## config.mk

```make
export PLATFORM = sky130hd
export DESIGN_NAME = e1_tx_formatter
export DESIGN_NICKNAME = d
export VERILOG_FILES = /design/src/hw/e1_tx_pkg.sv /design/src/hw/e1_tx_bit_if.sv /design/src/hw/e1_tx_skid.sv /design/src/hw/e1_tx_formatter.sv
export SDC_FILE = /design/constraint.sdc
export NUM_CORES = 1
export LEC_CHECK = 0
export ABC_CLOCK_PERIOD_IN_PS = 3000
export BUFFER_PORTS_ARGS = -buffer_cell sky130_fd_sc_hd__buf_2
export CORE_MARGIN = 2
export CORE_UTILIZATION = 58
export CTS_CLUSTER_SIZE = 25
export DETAILED_ROUTE_END_ITERATION = 8
export PLACE_DENSITY = 0.77
export SYNTH_ARGS = -nofsm -noshare
export SYNTH_HDL_FRONTEND = slang
export SYNTH_SLANG_ARGS = --single-unit
```

## constraint.sdc

```tcl
create_clock -name clk_sys_in -period 3 [get_ports clk_sys_in]
set_input_delay 0.15 -clock clk_sys_in [delete_from_list [all_inputs] [get_ports clk_sys_in]]
set_output_delay 0.15 -clock clk_sys_in [all_outputs]
set_load 0.05 [all_outputs]
```

## src/hw/e1_tx_pkg.sv

```systemverilog
// Contract
// - Insert alignment patterns and CRC4 codes
// - Format channel, signaling data; insert alarms
// - Single continuous 2.048 MHz transmit clock
// - 256 kHz channel clock marks slots
// - Channel data sampled at falling edges
// - Multiframe sync rise restarts multiframe count
// - Multiframe sync low: counter free-runs
// - Frame sync rise sets frame boundary
// - Frame sync low: boundaries from multiframe
// - Multiframe out high during frame 0
// - Extra bits sampled TS16 frame0 bits 5,7,8
// - Signaling marker high during slot 16
// - Signaling data inserted into slot 16
// - International bit at TS0 bit 1
// - National bits at TS0 bits 4-8
// - Alignment marker high in FAS frames
// - Bipolar outputs change on rising edges
// - Host mode: serial port, 14 registers; here host_mode_in only gates CRC4, international and national bits
// - Hardware mode disables host-only features
package e1_tx_pkg;
  localparam int unsigned SYS_CLK_HZ     = 50_000_000;
  localparam int unsigned LINE_BIT_HZ    = 2_048_000;
  localparam int unsigned SLOTS_PER_FRM  = 32;
  localparam int unsigned BITS_PER_SLOT  = 8;
  localparam int unsigned FRMS_PER_MF    = 16;
  localparam logic [4:0]  SLOT_ALIGN     = 5'h00;
  localparam logic [4:0]  SLOT_SIG       = 5'h10;
  localparam logic [7:0]  FAS_WORD       = 8'h1B;
  localparam logic [7:0]  CAS_MF_WORD    = 8'h00;
  localparam logic [7:0]  AIS_WORD       = 8'hFF;
  localparam logic [3:0]  CRC4_POLY      = 4'h3;
  localparam logic [3:0]  CRC_FRAME_BITS = 4'h0;
endpackage

```

## src/hw/e1_tx_bit_if.sv

```systemverilog
`timescale 1ns/1ns
interface e1_tx_bit_if;
  logic valid;
  logic ready;
  logic data;
  modport src (output valid, output data, input ready);
  modport snk (input valid, input data, output ready);
endinterface

```

## src/hw/e1_tx_skid.sv

```systemverilog
`timescale 1ns/1ns
// Two-entry buffer, no loss when sink stalls
module e1_tx_skid (
  input  wire logic clk_sys_in,
  input  wire logic sys_rst_in,
  e1_tx_bit_if.snk  up,
  e1_tx_bit_if.src  dn
);
  logic [1:0] buf_ff;
  logic [1:0] cnt_ff;
  logic       push;
  logic       pop;
  assign up.ready = (cnt_ff != 2'h2);
  assign dn.valid = (cnt_ff != 2'h0);
  assign dn.data  = buf_ff[0];
  assign push     = up.valid && up.ready;
  assign pop      = dn.valid && dn.ready;
  always_ff @(posedge clk_sys_in or posedge sys_rst_in) begin
    if (sys_rst_in) begin
      buf_ff <= 2'h0;
      cnt_ff <= 2'h0;
    end else begin
      if (pop) begin
        buf_ff[0] <= (cnt_ff == 2'h2) ? buf_ff[1] : up.data;
      end
      if (push && !(pop ? (cnt_ff == 2'h2) : (cnt_ff == 2'h0)) ) begin
        buf_ff[cnt_ff - (pop ? 2'h1 : 2'h0) == 2'h0 ? 0 : 1] <= up.data;
      end
      if (push && (cnt_ff == 2'h0 || (pop && cnt_ff == 2'h1))) begin
        buf_ff[0] <= up.data;
      end
      cnt_ff <= cnt_ff + {1'b0, push} - {1'b0, pop};
    end
  end
endmodule

```

## src/hw/e1_tx_formatter.sv

```systemverilog
`timescale 1ns/1ns
module e1_tx_formatter
  import e1_tx_pkg::*;
(
  // Clock and reset
  input  wire logic clk_sys_in,
  input  wire logic sys_rst_in,
  // Transmit clock sampled in system domain
  input  wire logic transmit_primary_clock_in,
  // System side
  input  wire logic tx_multiframe_sync_in,
  input  wire logic tx_frame_sync_in,
  input  wire logic tx_serial_channel_data_in,
  input  wire logic tx_extra_data_in,
  input  wire logic tx_signaling_bits_in,
  input  wire logic tx_intl_national_bits_in,
  // Configuration pins
  input  wire logic host_mode_in,
  input  wire logic cas_enable_in,
  input  wire logic crc4_enable_in,
  input  wire logic intl_enable_in,
  input  wire logic natl_enable_in,
  input  wire logic alarm_ais_in,
  input  wire logic remote_alarm_in,
  // Timing outputs
  output logic      tx_channel_clock_out,
  output logic      tx_multiframe_out,
  output logic      tx_signaling_slot_marker_out,
  output logic      tx_alignment_frame_marker_out,
  // Line side
  output logic      line_out_positive_out,
  output logic      line_out_negative_out
);
  import e1_tx_pkg::*;

  // ==========================================================
  // Transmit clock edges
  logic       transmit_primary_clock_d_ff;
  logic       tfs_d_ff;
  logic       tms_d_ff;
  logic       rise_edge;
  logic       fall_edge;
  logic       fs_rise;
  logic       ms_rise;
  assign rise_edge = transmit_primary_clock_in && !transmit_primary_clock_d_ff;
  assign fall_edge = !transmit_primary_clock_in && transmit_primary_clock_d_ff;
  assign fs_rise   = tx_frame_sync_in && !tfs_d_ff;
  assign ms_rise   = tx_multiframe_sync_in && !tms_d_ff;

  // ==========================================================
  // Counters: bit, slot, frame
  logic [2:0] bit_ff;
  logic [4:0] slot_ff;
  logic [3:0] frm_ff;
  logic       frm_end;
  logic       do_fs;
  logic       do_ms;
  assign frm_end = (bit_ff == 3'h7) && (slot_ff == 5'h1F);
  assign do_fs   = rise_edge && fs_rise;
  assign do_ms   = rise_edge && ms_rise;

  always_ff @(posedge clk_sys_in or posedge sys_rst_in) begin
    if (sys_rst_in) begin
      transmit_primary_clock_d_ff <= 1'b0;
      tfs_d_ff  <= 1'b0;
      tms_d_ff  <= 1'b0;
    end else begin
      transmit_primary_clock_d_ff <= transmit_primary_clock_in;
      if (rise_edge) begin
        tfs_d_ff <= tx_frame_sync_in;
        tms_d_ff <= tx_multiframe_sync_in;
      end
    end
  end

  always_ff @(posedge clk_sys_in or posedge sys_rst_in) begin
    if (sys_rst_in) begin
      bit_ff  <= 3'h0;
      slot_ff <= 5'h00;
      frm_ff  <= 4'h0;
    end else if (do_ms) begin
      bit_ff  <= 3'h0;
      slot_ff <= 5'h00;
      frm_ff  <= 4'h0;
    end else if (do_fs) begin
      bit_ff  <= 3'h0;
      slot_ff <= 5'h00;
      frm_ff  <= frm_end ? frm_ff + 4'h1 : frm_ff;
    end else if (rise_edge) begin
      // Free-run when syncs are held low
      bit_ff <= bit_ff + 3'h1;
      if (bit_ff == 3'h7) begin
        slot_ff <= slot_ff + 5'h01;
        if (slot_ff == 5'h1F) begin
          frm_ff <= frm_ff + 4'h1;
        end
      end
    end
  end

  // ==========================================================
  // Slot and frame decodes
  logic in_ts0;
  logic in_ts16;
  logic fas_frm;
  logic [3:0] bitno;
  assign in_ts0  = (slot_ff == SLOT_ALIGN);
  assign in_ts16 = (slot_ff == SLOT_SIG);
  assign fas_frm = !frm_ff[0];
  assign bitno   = {1'b0, bit_ff} + 4'h1;

  // ==========================================================
  // Falling-edge input samples
  logic sig_ff;
  logic xd_ff;
  logic ind_ff;
  always_ff @(posedge clk_sys_in or posedge sys_rst_in) begin
    if (sys_rst_in) begin
      sig_ff <= 1'b0;
      xd_ff  <= 1'b1;
      ind_ff <= 1'b1;
    end else if (fall_edge) begin
      sig_ff <= tx_signaling_bits_in;
      if (in_ts16 && frm_ff == 4'h0 && (bitno == 4'h5 || bitno == 4'h7 || bitno == 4'h8)) begin
        xd_ff <= tx_extra_data_in;
      end
      if (in_ts0) begin
        ind_ff <= tx_intl_national_bits_in;
      end
    end
  end

  // ==========================================================
  // Channel data buffer, filled at the fall, drained at the rise
  // Spare entry keeps a sample if the drain comes late
  e1_tx_bit_if ser_up ();
  e1_tx_bit_if ser_dn ();
  assign ser_up.valid = fall_edge;
  assign ser_up.data  = tx_serial_channel_data_in;
  assign ser_dn.ready = rise_edge;
  e1_tx_skid u_ser_buf (
    .clk_sys_in (clk_sys_in),
    .sys_rst_in (sys_rst_in),
    .up         (ser_up),
    .dn         (ser_dn)
  );

  // ==========================================================
  // CRC4 over the previous submultiframe
  logic [3:0] crc_ff;
  logic [3:0] crc_hold_ff;
  logic       crc_fb;
  logic       cur_bit;
  assign crc_fb = crc_ff[3] ^ cur_bit;
  always_ff @(posedge clk_sys_in or posedge sys_rst_in) begin
    if (sys_rst_in) begin
      crc_ff      <= CRC_FRAME_BITS;
      crc_hold_ff <= CRC_FRAME_BITS;
    end else if (rise_edge) begin
      if (frm_end && frm_ff[2:0] == 3'h7) begin
        crc_hold_ff <= {crc_ff[2:0], 1'b0} ^ (crc_fb ? CRC4_POLY : 4'h0);
        crc_ff      <= CRC_FRAME_BITS;
      end else begin
        crc_ff <= {crc_ff[2:0], 1'b0} ^ (crc_fb ? CRC4_POLY : 4'h0);
      end
    end
  end

  // ==========================================================
  // Bit formatting
  logic crc_on;
  logic cas_on;
  logic si_bit;
  assign crc_on = crc4_enable_in && host_mode_in;
  assign cas_on = cas_enable_in;
  assign si_bit = crc_on ? (frm_ff[0] ? (frm_ff[3:1] < 3'h6 ? frm_ff[1] ^ frm_ff[2] ^ 1'b0 : 1'b1)
                                      : crc_hold_ff[3 - frm_ff[2:1]])
                         : ((intl_enable_in && host_mode_in) ? ind_ff : 1'b1);

  always_comb begin
    cur_bit = ser_dn.data;
    if (alarm_ais_in) begin
      cur_bit = AIS_WORD[7 - bit_ff];
    end else if (in_ts0) begin
      if (bit_ff == 3'h0) begin
        cur_bit = si_bit;
      end else if (fas_frm) begin
        cur_bit = FAS_WORD[7 - bit_ff];
      end else if (bit_ff == 3'h1) begin
        cur_bit = 1'b1;
      end else if (bit_ff == 3'h2) begin
        cur_bit = remote_alarm_in;
      end else begin
        cur_bit = (natl_enable_in && host_mode_in) ? ind_ff : 1'b1;
      end
    end else if (in_ts16 && cas_on) begin
      if (frm_ff == 4'h0) begin
        cur_bit = (bit_ff < 3'h4) ? CAS_MF_WORD[7 - bit_ff] : (bit_ff == 3'h5 ? 1'b0 : xd_ff);
      end else begin
        cur_bit = sig_ff;
      end
    end
  end

  // ==========================================================
  // HDB3-free AMI bipolar encode
  logic polar_ff;
  always_ff @(posedge clk_sys_in or posedge sys_rst_in) begin
    if (sys_rst_in) begin
      polar_ff                      <= 1'b0;
      line_out_positive_out         <= 1'b0;
      line_out_negative_out         <= 1'b0;
      tx_channel_clock_out          <= 1'b0;
      tx_multiframe_out             <= 1'b0;
      tx_signaling_slot_marker_out  <= 1'b0;
      tx_alignment_frame_marker_out <= 1'b0;
    end else if (rise_edge) begin
      line_out_positive_out         <= cur_bit && !polar_ff;
      line_out_negative_out         <= cur_bit && polar_ff;
      polar_ff                      <= polar_ff ^ cur_bit;
      tx_channel_clock_out          <= (bit_ff < 3'h4);
      tx_multiframe_out             <= (frm_ff == 4'h0);
      tx_signaling_slot_marker_out  <= in_ts16;
      tx_alignment_frame_marker_out <= fas_frm;
    end
  end
endmodule

```

==> flow_summary.yaml, run 1 <==
grt:
  grt_pass1_wl_microns: 7058
  grt_overflow: 0
  grt_usage_pct: 23.36
  grt_max_degree: 20
  grt_pass1_vias: 1573
  antenna_found_initial: 0
critical_path:
  timing.rr.start: "bit_ff[0]"
  cp-end-kind: "flop"
  ff2ff_setup_slack_ns: 0.88
  cp_max_fo: 5
  crit_arrival_ns: 2.36
  worst-setup-path-type: "flop to flop"
  r2r_end: "crc_hold_ff[0]"
  reg2regPathDepth: 8
  worstPathRequired_ns: 3.25
  startpoint_type: "flop"
pwr:
  irDropWorstVdd_uv: 358.2
  powerDensity_mw_per_mm2: 691.2
  p_leak_uw: 0.001121
floorplan:
  dieHeight_microns: 62.40
  dieArea_sq_mm: 0.003894
  coreArea_sq_mm: 0.003311
  initial_core_util_pct: 59.75
  fp.dieW_microns: 62.40
  rows: 21
  io_pins: 22
place:
  numPortBuffers: 21
  place_ws_ns: 0.9100
  gp_congestion: 0.9847
  dpl.hpwl_microns: 3103
cells_and_area:
  n_antenna_cell: 0
  multiInputGateArea_sq_um: 977.2
  fin_nets: 262
  utilization_pct: 68.56
  seq_area_sq_um: 928.4
  fillers: 284
  drive_above_1_share_pct: 20.35
  area_delta_synth_final_pct: 14.74
yosys:
  yosysSeqAreaShare_pct: 46.93
  ys_ff_latch: 37
  synth_fp_nets: 231
  synth_cells: 199
  yosysMostFrequentCell: "dfrtp_1"
  syn-mean-instance-area_sq_um: 9.940
  synthArstFlopShare_pct: 100.0
  synth_common_cells: "dfrtp_1, nand2_1, ha_1, inv_1, nor2_1"
  synthFlopType: "dfrtp_1"
  synth_edf_count: 0
  synth_area_sq_mm: 0.001978
  netlist_top_cells_area: "dfrtp_1, ha_1, nand2_1"
  yosysTopAreaCell: "dfrtp_1"
  yosys.area.top_type_share_pct: 44.28
  synthDistinctLibCells: 41
  yosysWarnings: 0
sta:
  tightestPinTransition_ns: 0.6877
  fin_skew_ns: 0.01067
  hold_viol_final: 0
  whs_ns: 0.03429
  setup_slack_ns: 0.8849
  rsz0062_at_grt: "false"
  max_freq_mhz: 472.8
  drv_slew: 0
  max_slew_margin_pct: 54.10
  setup_viol: 0
  layout_min_cycle_time_ns: 2.115
  layout_worst_path_cycle_share_pct: 70.50
  setup_tns_ns: 0
cts:
  cts_root_buf: "clkbuf_4"
  cts_tree: "built"
  htreeDepth: 2
  clock-sinks: 37
  clkTransAtPathRegs_ns: 0.11
  cts_resized: 0
  clk_latency_ns: 0.35
  cts_buffer_depth: 2
  cts_made_buffers: 5
detailed_routing:
  antenna_left: 0
  drt-total-wl_microns: 4060
  drtPass1Iterations: 4
  num_vias: 1522
  avgRoutedWirePerCell_microns: 14.66
  drc_errors: 0
  drt_iter0_markers: 92
  vias_per_cell: 5.495
flow_run:
  maxCapViolations: 0
status:
  status: "completed"
worst_hold_path:
  hold_start: "tx_extra_data_in"
  min_path_cells: 2
  whs_endpoint: "xd_ff"
  hold_path_class: "input port to flop"
-- how the worst max path moves through the flow --
stage | slack [ns] | from | to
floorplan | 0.90 | transmit_primary_clock_d_ff | u_ser_buf.buf_ff[1]
global placement | 0.96 | bit_ff[0] | crc_hold_ff[0]
detailed placement | 0.91 | bit_ff[0] | crc_hold_ff[0]
CTS | 0.89 | bit_ff[0] | crc_hold_ff[0]
global route | 0.72 | bit_ff[0] | polar_ff
finish | 0.88 | bit_ff[0] | crc_hold_ff[0]
-- area by class of cell --
type,count,share of cell area (%)
clock buffers,7,2.426
clock inverters,1,1.323
inverters,15,2.481
multi-input cells,143,43.05
flip-flops and latches,37,40.90
well taps,46,2.536
repair buffers,28,7.277
-- per-stage QoR --
step                      instance area (sq um)  cells  power [uW]
after floorplan                            1978    199        1077
after global placement                     2155    266        1185
after detailed placement                   2155    266        1211
after CTS                                  2270    277        1582
after global routing                       2270    277        1681
final                                      2270    277        1569
-- critical path, stage by stage (launching register included) --
cell	delay, ns
dfrtp_1	0.45
inv_1	0.12
ha_1	0.23
a21oi_1	0.14
o22ai_1	0.08
o311ai_1	0.33
o221ai_2	0.20
xor2_1	0.18
mux2_2	0.27
-- layer usage --
layer	up-vias	part of all wire, %	GRT usage (%)
met5	-	0	0
met4	0	1.4	7.500
met3	7	5.3	5.946
met2	45	50	40.86
met1	727	43	28.16
li1	743	-	-
-- power by group --
group	switching [uW]	internal [uW]
Combinational	292	205
Clock	162	199
Sequential	104	608
Total	558	1010
-- cells by family after synthesis --
kind of cell               count (synthesis)  share of synthesized area (%)
xor gates and xnor gates                  10                          4.427
and+or+nand+nor                           72                          17.01
buffers and inverters                     19                          3.668
AOI/OAI and AO/OA                         34                          11.83
adders and majority gates                 16                          10.12
muxes                                     11                          6.009
DFF                                       37                          46.93
-- registers in the layout (all words and copies together) (netlist names) --
signal and cells:
bit_ff 3, tfs_d_ff 1, tx_signaling_slot_marker_out 1, u_ser_buf.cnt_ff 2
u_ser_buf.buf_ff 2, line_out_negative_out 1, xd_ff 1, sig_ff 1
transmit_primary_clock_d_ff 1, tx_multiframe_out 1, crc_hold_ff 4, tx_alignment_frame_marker_out 1
tx_channel_clock_out 1, ind_ff 1, frm_ff 4, crc_ff 4
line_out_positive_out 1, polar_ff 1, tms_d_ff 1, slot_ff 5
-- placed cells by master, fill, tap and decap left out, types with 2 or more instances in the layout --
cell / Yosys / final
a31oi_1: 3 / 3
xnor2_1: 5 / 5
nor2_1: 14 / 14
and2_1: 2 / 2
dfstp_2: 2 / 2
nand2_1: 31 / 31
a21oi_1: 7 / 7
buf_4: 0 / 4
o21ai_0: 8 / 8
ha_1: 16 / 16
nand2b_1: 2 / 2
mux2i_1: 4 / 4
nor3b_1: 2 / 2
dfrtp_1: 35 / 35
nor2b_1: 5 / 5
xor2_1: 5 / 5
nand3_1: 8 / 8
a22o_1: 2 / 2
inv_1: 14 / 14
nand4_1: 2 / 2
o22ai_1: 3 / 3
dlygate4sd3_1: 0 / 3
buf_2: 1 / 21
clkbuf_4: 0 / 5
mux2_2: 7 / 7
-- repair_timing --
action,4_1_cts,5_1_grt
hold buffers,3,0
setup buffers,0,0
endpoints found under the hold margin,18,0
No activity file was read; power rests on OpenSTA's default activity.
==> run 2, diff against run 1 <==
--- a/config.mk
+++ b/config.mk
@@ -5,13 +5,14 @@
 export SDC_FILE = /design/constraint.sdc
 export NUM_CORES = 1
 export LEC_CHECK = 0
-export ABC_CLOCK_PERIOD_IN_PS = 3000
+export ABC_AREA = 1
+export ABC_CLOCK_PERIOD_IN_PS = 1750
 export BUFFER_PORTS_ARGS = -buffer_cell sky130_fd_sc_hd__buf_2
 export CORE_MARGIN = 2
-export CORE_UTILIZATION = 58
+export CORE_UTILIZATION = 52
 export CTS_CLUSTER_SIZE = 25
 export DETAILED_ROUTE_END_ITERATION = 8
-export PLACE_DENSITY = 0.77
+export PLACE_DENSITY = 0.73
 export SYNTH_ARGS = -nofsm -noshare
 export SYNTH_HDL_FRONTEND = slang
 export SYNTH_SLANG_ARGS = --single-unit
==> constraint.sdc (replaced) <==
create_clock -name clk_sys_in -period 1.75 [get_ports clk_sys_in]
set_input_delay 0.0875 -clock clk_sys_in [delete_from_list [all_inputs] [get_ports clk_sys_in]]
set_output_delay 0.0875 -clock clk_sys_in [all_outputs]
set_load 0.05 [all_outputs]
==> run 2 against run 1 <==
Compared with the run above:
- combinational power rose to 3.4 times the previous value
- worst hold slack worse by 0.014 ns
- sequential power up 77%
- utilization down 2.3 points
- final cell count up 23%
- critical path depth up 3
- sequential cell count unchanged
- clock skew down 0.0064 ns
- global-route usage down 1.8 points
- die area up 16%
==> flow_summary.yaml, run 2 <==
status:
  status: "completed"
grt:
  grt_overflow: 0
  grt_max_degree: 38
  grt_pass1_wl_microns: 7176
  grt_pass1_vias: 1645
  antenna_found_initial: 0
  grt_usage_pct: 21.51
critical_path:
  startpoint_type: "flop"
  slowest_delay_ns: 0.41
  critical_path_depth: 11
  cp-end-kind: "flop"
  worstPathRequired_ns: 1.93
  crit_buf_inv: 1
  worst_path_max_delay_cell: "dfrtp_1"
  reg2regPathDepth: 11
  crit_arrival_ns: 1.90
  worst-setup-path-type: "flop to flop"
  cp_max_fo: 4
  crit_chain: "inv_2 > ha_4 > nand3_2 > nand2_2 > nand2_2 > nor2_1 > nor2_1 > nor2_2 > nand2_4 > ha_4 > o21ai_2"
  crit_family: "simple AND/OR/NAND/NOR gates"
pwr:
  total_power_uw: 3536
  irDropWorstVdd_uv: 711.4
  powerDensity_mw_per_mm2: 1353
  p_leak_uw: 0.001325
sta:
  whs_ns: 0.02051
  max_freq_mhz: 580.0
  layout_worst_path_cycle_share_pct: 98.52
  fin_skew_ns: 0.004220
  hold_viol_final: 0
  layout_min_cycle_time_ns: 1.724
  tightestPinTransition_ns: 0.4705
  rsz0062_at_grt: "true"
  max_slew_margin_pct: 68.63
  drv_slew: 0
  setup_viol: 0
yosys:
  yosysSeqAreaShare_pct: 44.51
  synth_common_cells: "nand2_1, dfrtp_1, inv_1, nand3_1, o21ai_0"
  synthArstFlopShare_pct: 100.0
  ys_ff_latch: 37
  synthFlopType: "dfrtp_1"
  synth_fp_nets: 281
  synth_cells: 249
  yosysWarnings: 0
  synthDistinctLibCells: 30
  syn-mean-instance-area_sq_um: 8.377
  synth_area_sq_mm: 0.002086
  netlist_top_cells_area: "dfrtp_1, nand2_1, ha_1"
  yosysTopAreaCell: "dfrtp_1"
  synth_edf_count: 0
  yosysMostFrequentCell: "nand2_1"
  yosys.area.top_type_share_pct: 41.99
cts:
  cts_buffer_depth: 2
  clk_latency_ns: 0.29
  clkTransAtPathRegs_ns: 0.07
  cts_tree: "built"
  clock-sinks: 37
  htreeDepth: 2
  cts_made_buffers: 5
  cts_root_buf: "clkbuf_8"
worst_hold_path:
  min_path_cells: 3
  hold_path_class: "input port to flop"
detailed_routing:
  drtPass1Iterations: 4
  antenna_left: 0
  drc_errors: 0
  vias_per_cell: 5.079
  drt-total-wl_microns: 4440
  avgRoutedWirePerCell_microns: 12.98
  num_vias: 1737
  drt_iter0_markers: 114
flow_run:
  maxCapViolations: 0
floorplan:
  coreArea_sq_mm: 0.003943
  initial_core_util_pct: 52.90
  io_pins: 22
  dieArea_sq_mm: 0.004533
  fp.dieW_microns: 67.33
  rows: 23
  dieHeight_microns: 67.33
place:
  dpl.hpwl_microns: 3125
  place_inst: 326
  gp_congestion: 0.8460
  numPortBuffers: 21
cells_and_area:
  regMostFlops: "slot_ff"
  area_delta_synth_final_pct: 25.32
  stdcell_count: 342
  layout_commonest_cell: "nand2_1"
  fillers: 329
  drive_above_1_share_pct: 33.56
  largest_reg_flops: 5
  fin_nets: 324
  final_cell_mix: "nand2_1, dfrtp_1, inv_1, buf_2, o21ai_0"
  n_antenna_cell: 0
## run 2: cell count changes after synthesis, sizes merged, moves of 5 or more
| cell | delta |
|---|---|
| inv | +20 |
| nor2b | -5 |
| nand3 | +13 |
| o21ai | +16 |
| mux2 | -6 |
| xnor2 | -5 |
| nand2 | +36 |
| nor2 | +6 |
## run 2: cell type report
class / count / area (sq um) / share of cell area (%)
repair buffers: 39 / 249.0 / 9.526
clock buffers: 7 / 86.33 / 3.303
inverters: 35 / 133.9 / 5.122
well taps: 50 / 62.56 / 2.393
multi-input cells: 174 / 1154 / 44.14
flip-flops and latches: 37 / 928.4 / 35.52
## run 2: final timing paths
kind / start / endpoint / slack [ns]
worst max-delay path: frm_ff[1] / polar_ff / 0.03
worst min-delay path: tx_signaling_bits_in / sig_ff / 0.02
worst max register to register: frm_ff[1] / polar_ff / 0.03
worst min register to register: tx_signaling_slot_marker_out / tx_signaling_slot_marker_out / 0.48
max in group asynchronous: sys_rst_in / ind_ff / 0.93
min in group asynchronous: sys_rst_in / line_out_negative_out / 0.46
## run 2: tightest hold or removal path, cell delays in order
cell and delay, ns:
buf_2 0.09, nand2_1 0.05, nand2_1 0.06
## run 2: stage by stage
| step | utilization [%] | setup TNS (ns) | setup slack (ns) | cell area [sq um] |
|---|---|---|---|---|
| detailed placement | 58.17 | -0.03887 | -0.03887 | 2293 |
| global placement | 58.17 | -0.01613 | -0.01613 | 2293 |
| finish | 66.30 | 0 | 0.02591 | 2614 |
| floorplan | - | 0 | 0.06000 | 2086 |
| global route | 66.30 | -0.4736 | -0.08737 | 2614 |
| CTS | 61.82 | 0 | 0.01039 | 2437 |
## run 2: routing by layer
layer  share of wire [%]  up-vias  GRT usage, %
met2                  48       34         35.27
met1                  48      811         27.90
li1                    -      888             -
met4                0.83        0         7.653
met5                   0        -             0
met3                 3.8        4         5.000
## run 2: kinds of logic after synthesis
kind of cell	synth area share [%]
compound gates	11.52
xor+xnor	1.260
fa+ha+maj	9.598
buf+inv	7.618
flops	44.51
mux	0.5399
simple gates	24.95
## run 2: power by group
part	total, uW	switching [uW]	internal, uW
clock network	605	292	312
logic	1670	975	693
registers	1260	183	1080
total	3540	1450	2090
## run 2: repair_timing
item / 4_1_cts / 5_1_grt
pin swaps: 2 / 11
endpoints found under the hold margin: 36 / 0
gates resized for setup: 7 / 33
buffers inserted: 3 / 4
endpoints found under the setup margin: 2 / 13
hold buffers: 2 / 0
